[config.mk]
export PLATFORM = sky130hd
export DESIGN_NAME = rcv_monitor
export DESIGN_NICKNAME = d
export VERILOG_FILES = /design/src/include/rcv_pkg.sv /design/src/design/rcv_monitor.sv /design/src/design/rcv_sync.sv
export SDC_FILE = /design/constraint.sdc
export NUM_CORES = 1
export LEC_CHECK = 0
export ABC_AREA = 0
export BUFFER_PORTS_ARGS = -buffer_cell sky130_fd_sc_hd__buf_4
export CAP_MARGIN = 5
export CELL_PAD_IN_SITES_DETAIL_PLACEMENT = 0
export CELL_PAD_IN_SITES_GLOBAL_PLACEMENT = 1
export CORE_MARGIN = 1
export CORE_UTILIZATION = 33
export CTS_CLUSTER_DIAMETER = 150
export DETAILED_ROUTE_END_ITERATION = 12
export PLACE_DENSITY_LB_ADDON = 0.1
export SYNTH_ARGS = -nofsm -noshare
export SYNTH_HDL_FRONTEND = slang
export SYNTH_HIERARCHICAL = 1
export SYNTH_SLANG_ARGS = --single-unit
[constraint.sdc]
create_clock -name clock_i -period 3.2 [get_ports clock_i]
set_input_delay 0.16 -clock clock_i [delete_from_list [all_inputs] [get_ports clock_i]]
set_output_delay 0.16 -clock clock_i [all_outputs]
set_load 0.02 [all_outputs]
[src/include/rcv_pkg.sv]
package rcv_pkg;
  localparam logic [15:0] RCV_CTRL_ADDR      = 16'hff50;
  localparam logic [15:0] RCV_LEVEL_ADDR     = 16'hff51;
  localparam logic [15:0] RCV_CAUSE_ADDR     = 16'hff52;
  localparam logic [7:0]  RCV_CTRL_RST       = 8'h00;
  localparam logic [7:0]  RCV_LEVEL_RST      = 8'h00;
  localparam logic [7:0]  RCV_CAUSE_RST      = 8'h00;
  localparam int          RCV_EN_BIT         = 7;
  localparam int          RCV_MODE_BIT       = 1;
  localparam int          RCV_UV_BIT         = 0;
  localparam int          RCV_WDT_CAUSE_BIT  = 1;
  localparam int          RCV_UV_CAUSE_BIT   = 0;
  localparam logic [3:0]  RCV_LEVEL_MAX      = 4'h9;
  localparam int          RCV_CLK_MHZ        = 200;
  localparam int          RCV_SETTLE_US_X10  = 2000;
  localparam int          RCV_SETTLE_CYC     = RCV_SETTLE_US_X10 * RCV_CLK_MHZ / 10;
endpackage

[src/design/rcv_monitor.sv]
`timescale 1ns/1ps
`default_nettype none
// Function
// - cause register clears to 00H on pin reset and power-on clear; a read clears each bit not set in the same cycle
// - watchdog cause set on watchdog reset, held on monitor reset, else cleared
// - undervoltage cause set on monitor reset, held on watchdog reset
// - power-on clear asserts internal reset at power-up and low supply
// - control bit 7 enables the monitor comparator
// - control bit 1 selects interrupt (0) or internal reset (1)
// - control bit 0 is read-only undervoltage flag, zero when disabled
// - enable and mode bits clear on all resets except monitor reset
// - reset brings control register to 00H with that exception
// - enabled interrupt mode drives the flag onto the interrupt request
// - enabled reset mode undervoltage asserts reset and sets cause bit 0
// - monitor keeps working in stop standby
// - control accepts byte writes and single bit set or clear
// - ten selectable levels are passed to the comparator reference
// - level register holds 4-bit code, 00H reset, codes above 9 prohibited
module rcv_monitor
  import rcv_pkg::*;
(
  input  wire logic       clock_i,
  input  wire logic       rst_n_i,
  input  wire logic       poc_low_i,
  input  wire logic       uv_cmp_i,
  input  wire logic       wdt_reset_i,
  input  wire logic       stop_mode_i,
  input  wire logic [15:0] addr_i,
  input  wire logic       wr_i,
  input  wire logic       rd_i,
  input  wire logic       bit_op_i,
  input  wire logic [2:0] bit_sel_i,
  input  wire logic [7:0] wdata_i,
  output logic      [7:0] rdata_o,
  output logic            undervoltage_irq_o,
  output logic            internal_reset_o,
  output logic      [3:0] detect_level_select_o,
  output logic            cmp_enable_o
);
  typedef struct packed {
    logic       monitor_enable;
    logic       monitor_action_select;
    logic       undervoltage_flag;
    logic [3:0] level;
    logic       watchdog_cause_flag;
    logic       undervoltage_cause_flag;
    logic [7:0] rdata;
    logic       irq;
    logic       ireset;
  } rcv_state_t;

  rcv_state_t st_r;
  rcv_state_t st_nxt;
  logic       uv_s;
  logic       poc_s;
  logic [7:0] ctrl_v;
  logic [7:0] ctrl_w;
  logic       uv_trip;

  // comparators are asynchronous analog outputs
  rcv_sync u_uv (.clock_i(clock_i), .d_i(uv_cmp_i), .q_o(uv_s));
  rcv_sync u_poc (.clock_i(clock_i), .d_i(poc_low_i), .q_o(poc_s));

  function automatic logic [7:0] rcv_bitwrite(input logic [7:0] old,
                                              input logic       bop,
                                              input logic [2:0] sel,
                                              input logic [7:0] d);
    logic [7:0] r;
    r = d;
    if (bop) begin
      r = old;
      r[sel] = d[0];
    end
    return r;
  endfunction

  always_comb begin
    st_nxt = st_r;
    ctrl_v = 8'h00;
    ctrl_v[RCV_EN_BIT]   = st_r.monitor_enable;
    ctrl_v[RCV_MODE_BIT] = st_r.monitor_action_select;
    ctrl_v[RCV_UV_BIT]   = st_r.undervoltage_flag;
    ctrl_w = rcv_bitwrite(ctrl_v, bit_op_i, bit_sel_i, wdata_i);
    // flag follows comparator while enabled, also in stop mode
    st_nxt.undervoltage_flag = st_r.monitor_enable & uv_s;
    uv_trip = st_r.monitor_enable & st_r.monitor_action_select
              & st_r.undervoltage_flag;
    st_nxt.irq = st_r.monitor_enable & ~st_r.monitor_action_select
                 & st_r.undervoltage_flag;
    if (wr_i && addr_i == RCV_CTRL_ADDR) begin
      st_nxt.monitor_enable        = ctrl_w[RCV_EN_BIT];
      st_nxt.monitor_action_select = ctrl_w[RCV_MODE_BIT];
    end
    if (wr_i && addr_i == RCV_LEVEL_ADDR && !bit_op_i &&
        wdata_i[3:0] <= RCV_LEVEL_MAX) begin
      st_nxt.level = wdata_i[3:0];
    end
    st_nxt.rdata = 8'h00;
    if (rd_i) begin
      unique case (addr_i)
        RCV_CTRL_ADDR:  st_nxt.rdata = ctrl_v;
        RCV_LEVEL_ADDR: st_nxt.rdata = {4'h0, st_r.level};
        RCV_CAUSE_ADDR: begin
          st_nxt.rdata[RCV_WDT_CAUSE_BIT] = st_r.watchdog_cause_flag;
          st_nxt.rdata[RCV_UV_CAUSE_BIT]  = st_r.undervoltage_cause_flag;
          st_nxt.watchdog_cause_flag     = 1'b0;
          st_nxt.undervoltage_cause_flag = 1'b0;
        end
        default: st_nxt.rdata = 8'h00;
      endcase
    end
    // set beats the read clear
    if (wdt_reset_i) begin
      st_nxt.watchdog_cause_flag = 1'b1;
      st_nxt.monitor_enable        = 1'b0;
      st_nxt.monitor_action_select = 1'b0;
      st_nxt.level                 = RCV_LEVEL_RST[3:0];
      st_nxt.irq                   = 1'b0;
    end
    if (uv_trip) begin
      // enable and mode are held so the monitor stays armed
      st_nxt.undervoltage_cause_flag = 1'b1;
      st_nxt.irq                     = 1'b0;
    end
    st_nxt.ireset = poc_s | uv_trip | wdt_reset_i;
    if (!rst_n_i || poc_s) begin
      st_nxt = '0;
      st_nxt.level  = RCV_LEVEL_RST[3:0];
      st_nxt.ireset = 1'b1;
    end
  end

  always_ff @(posedge clock_i) begin
    st_r <= st_nxt;
  end

  assign rdata_o               = st_r.rdata;
  assign undervoltage_irq_o    = st_r.irq;
  assign internal_reset_o      = st_r.ireset;
  assign detect_level_select_o = st_r.level;
  assign cmp_enable_o          = st_r.monitor_enable;
endmodule
`default_nettype wire

[src/design/rcv_sync.sv]
`timescale 1ns/1ps
`default_nettype none
module rcv_sync (
  input  wire logic clock_i,
  input  wire logic d_i,
  output logic      q_o
);
  logic s1_r;
  always_ff @(posedge clock_i) begin
    s1_r <= d_i;
    q_o  <= s1_r;
  end
endmodule
`default_nettype wire

==> results.py <==
metrics = {
    "synthesis": {
        "avgSynthCellArea_um2": 8.99,
        "yosys_most_used_dff": "dfxtp_1",
        "synth_area_leaders": "dfxtp_1 (42%), buf_4 (10%), a21oi_1 (3.7%), and4_1 (3.7%), nand3_1 (3.1%)",
        "yosysMostFrequentCell": "dfxtp_1",
        "yosys_warnings": 6,
        "synth-edff-count": 0,
        "synth_common_cells": "dfxtp_1 (20), buf_4 (13), nor2_1 (8)",
        "ys_seq_area_frac": 0.420,
        "yosys.area.top_type": "dfxtp_1",
        "synth.cell_area_um2": 953,
        "netlist.area_leader.share": 0.420,
        "ys_seq_elements": 20,
        "ys_types": 32,
        "syn_inst": 106,
        "synth_async_sr_flop_share": 0,
    },
    "drt": {
        "vias": 842,
        "drt_first_pass_iters": 4,
        "final_antenna_net_count": 0,
        "wl_per_cell_um": 11.2,
        "vias_per_cell": 4.84,
        "route.detailed.drc": 0,
        "wl_um": 1950,
        "drt_iter0_drc": 17,
    },
    "die": {
        "dieWidth_um": 55.8,
        "core_area_um2": 2760,
        "io_pins": 51,
        "dieArea_um2": 3110,
        "die_h_um": 55.8,
        "start_util": 0.346,
        "num_rows": 19,
    },
    "layout": {
        "syn_to_final_growth_pct": 33.9,
        "nets": 180,
        "fin_util": 0.463,
        "drive_gt1_frac": 0.343,
        "n_antenna_cell": 0,
    },
    "critical_path": {
        "crit_type": "reg -> reg",
        "max_stage_delay_ps": 490,
        "worst_ep_arrival_time_ps": 1460,
        "cp-end-kind": "register",
        "path_max_fanout": 8,
        "cp_slowest_cell": "or3b_1",
        "critPathLaunchType": "register",
        "worstPathCellList": "or3b_1 -> a211oi_2 -> a211oi_1 -> nor2_1",
        "required_ps": 3430,
    },
    "hold_path": {
        "hp-class": "in -> reg",
    },
    "cts": {
        "cts_num_sinks": 20,
        "htree_levels": 1,
        "clk_pin_slew_ps": 110,
        "root_buffer": "clkbuf_4",
        "cts_made_buffers": 3,
        "clk_path_buf_depth": 2,
        "cts_tree": "yes",
        "post-cts-setup-buffers": 0,
        "insertion_delay_ps": 290,
    },
    "power_and_ir_drop": {
        "swShare": 0.216,
        "power.static_leakage_nw": 0.578,
        "p_clk_frac": 0.312,
        "pwr-share-comb": 0.132,
        "p_switching_mw": 0.0984,
        "p_seq_frac": 0.557,
        "worst_ir_drop_vdd_uv": 261,
        "internal_power_mw": 0.357,
        "power_density_nw_per_um2": 357,
    },
    "global_route": {
        "grt_util_all_layers": 0.132,
        "antenna_found_initial": 0,
        "grt-ovfl-total": 0,
        "grt_max_degree": 12,
        "grt_pass1_vias": 716,
        "grt_pass1_wl_um": 3160,
    },
    "placement": {
        "dpl.hpwl_um": 1580,
        "io_buffers": 43,
        "gp_congestion": 0.709,
    },
    "timing": {
        "final-max-slew-violation-count": 0,
        "setup_viol": 0,
        "rsz0062_at_grt": "false",
        "fmax_mhz": 817,
        "hold_violations": 0,
        "skew_ps": 7.93,
        "min_period_ps": 1220,
        "min_period_over_period": 0.383,
        "tns_ps": 0,
    },
    "flow_run": {
        "maxCapViolations": 0,
    },
    "status": {
        "status": "completed",
    },
}
## kinds of logic (layout without fill, tap and decap cells)
| family | Yosys count | in the layout | share of synthesized area |
|---|---|---|---|
| flip-flops | 20 | 20 | 0.420 |
| multiplexers | 2 | 2 | 0.0210 |
| other | 1 | 3 | 0.00393 |
| AO/OA/AOI/OAI | 22 | 22 | 0.143 |
| AND/OR/NAND/NOR | 45 | 45 | 0.297 |
| buffers and inverters | 16 | 51 | 0.115 |
## repair_timing
action	in CTS	in global routing
endpoints found under the setup margin	0	0
hold buffers	2	0
endpoints found under the hold margin	2	0
resized for setup	0	0
## state kept, by name (all words and copies together), names as in the netlist
signal                 cells
cmp_enable_o               1
ctrl_v                     2
detect_level_select_o      4
internal_reset_o           1
rdata_o                    5
st_r                       2
u_poc/q_o                  1
u_poc/s1_r                 1
u_uv/q_o                   1
u_uv/s1_r                  1
undervoltage_irq_o         1
## metrics by stage
stage	worst slack, ps	total power, mW	std cells	cell area, µm²	hold WS, ps
after detailed placement	1840	0.317	168	1220	266
after global placement	1850	0.317	168	1220	265
after global routing	1870	0.480	174	1280	72.3
after floorplan	2100	0.282	108	961	188
final	1980	0.455	174	1280	84.6
after CTS	1960	0.463	174	1280	76.2
## cell usage in the layout (no fill, tap or decap), drive strengths merged, types with 3 or more instances in the layout
| cell type | n |
|---|---|
| o21ai | 6 |
| nand3 | 6 |
| and3 | 4 |
| buf | 43 |
| nand2 | 5 |
| and2 | 3 |
| a21oi | 7 |
| and4 | 4 |
| and3b | 3 |
| dfxtp | 20 |
| nor2 | 8 |
| clkbuf | 4 |
| conb | 3 |
## worst max-delay path, delay by kind of cell, from the launching register on
family             cells  cell delay (ps)
and+or+nand+nor        2              590
AOI/OAI and AO/OA      2              250
DFF                    1              320
## worst paths after layout
| check | to | slack [ps] | startpoint | cells past startpoint |
|---|---|---|---|---|
| hold / removal | st_r[10] | 80 | rd_i | 2 |
| hold reg to reg | u_poc/q_o | 340 | u_poc/s1_r | 0 |
| setup reg to reg | ctrl_v[1] | 1980 | u_poc/q_o | 4 |
| setup / recovery | ctrl_v[1] | 1980 | u_poc/q_o | 4 |
## power groups by stage
| stage | clock [mW] | combinational, mW | sequential (mW) |
|---|---|---|---|
| after CTS | 0.149 | 0.0601 | 0.254 |
| after global placement | 0 | 0.0576 | 0.259 |
| after global routing | 0.160 | 0.0655 | 0.254 |
| after floorplan | 0 | 0.0226 | 0.260 |
| final | 0.142 | 0.0599 | 0.254 |
| after detailed placement | 0 | 0.0581 | 0.259 |
## routing by layer
layer,part of all wire,global-route usage
met4,0.012,0.0750
met5,0,0
met2,0.46,0.205
met3,0.070,0.0233
met1,0.46,0.171
## final cells by class
cell class | count | area [µm²]
Timing Repair Buffer | 45 | 343
Inverter | 2 | 7.51
Fill cell | 290 | 1480
Tap cell | 31 | 38.8
Clock buffer | 4 | 36.3
Sequential cell | 20 | 400
Multi-Input combinational cell | 72 | 450
Power figures use the tool's default switching activity.
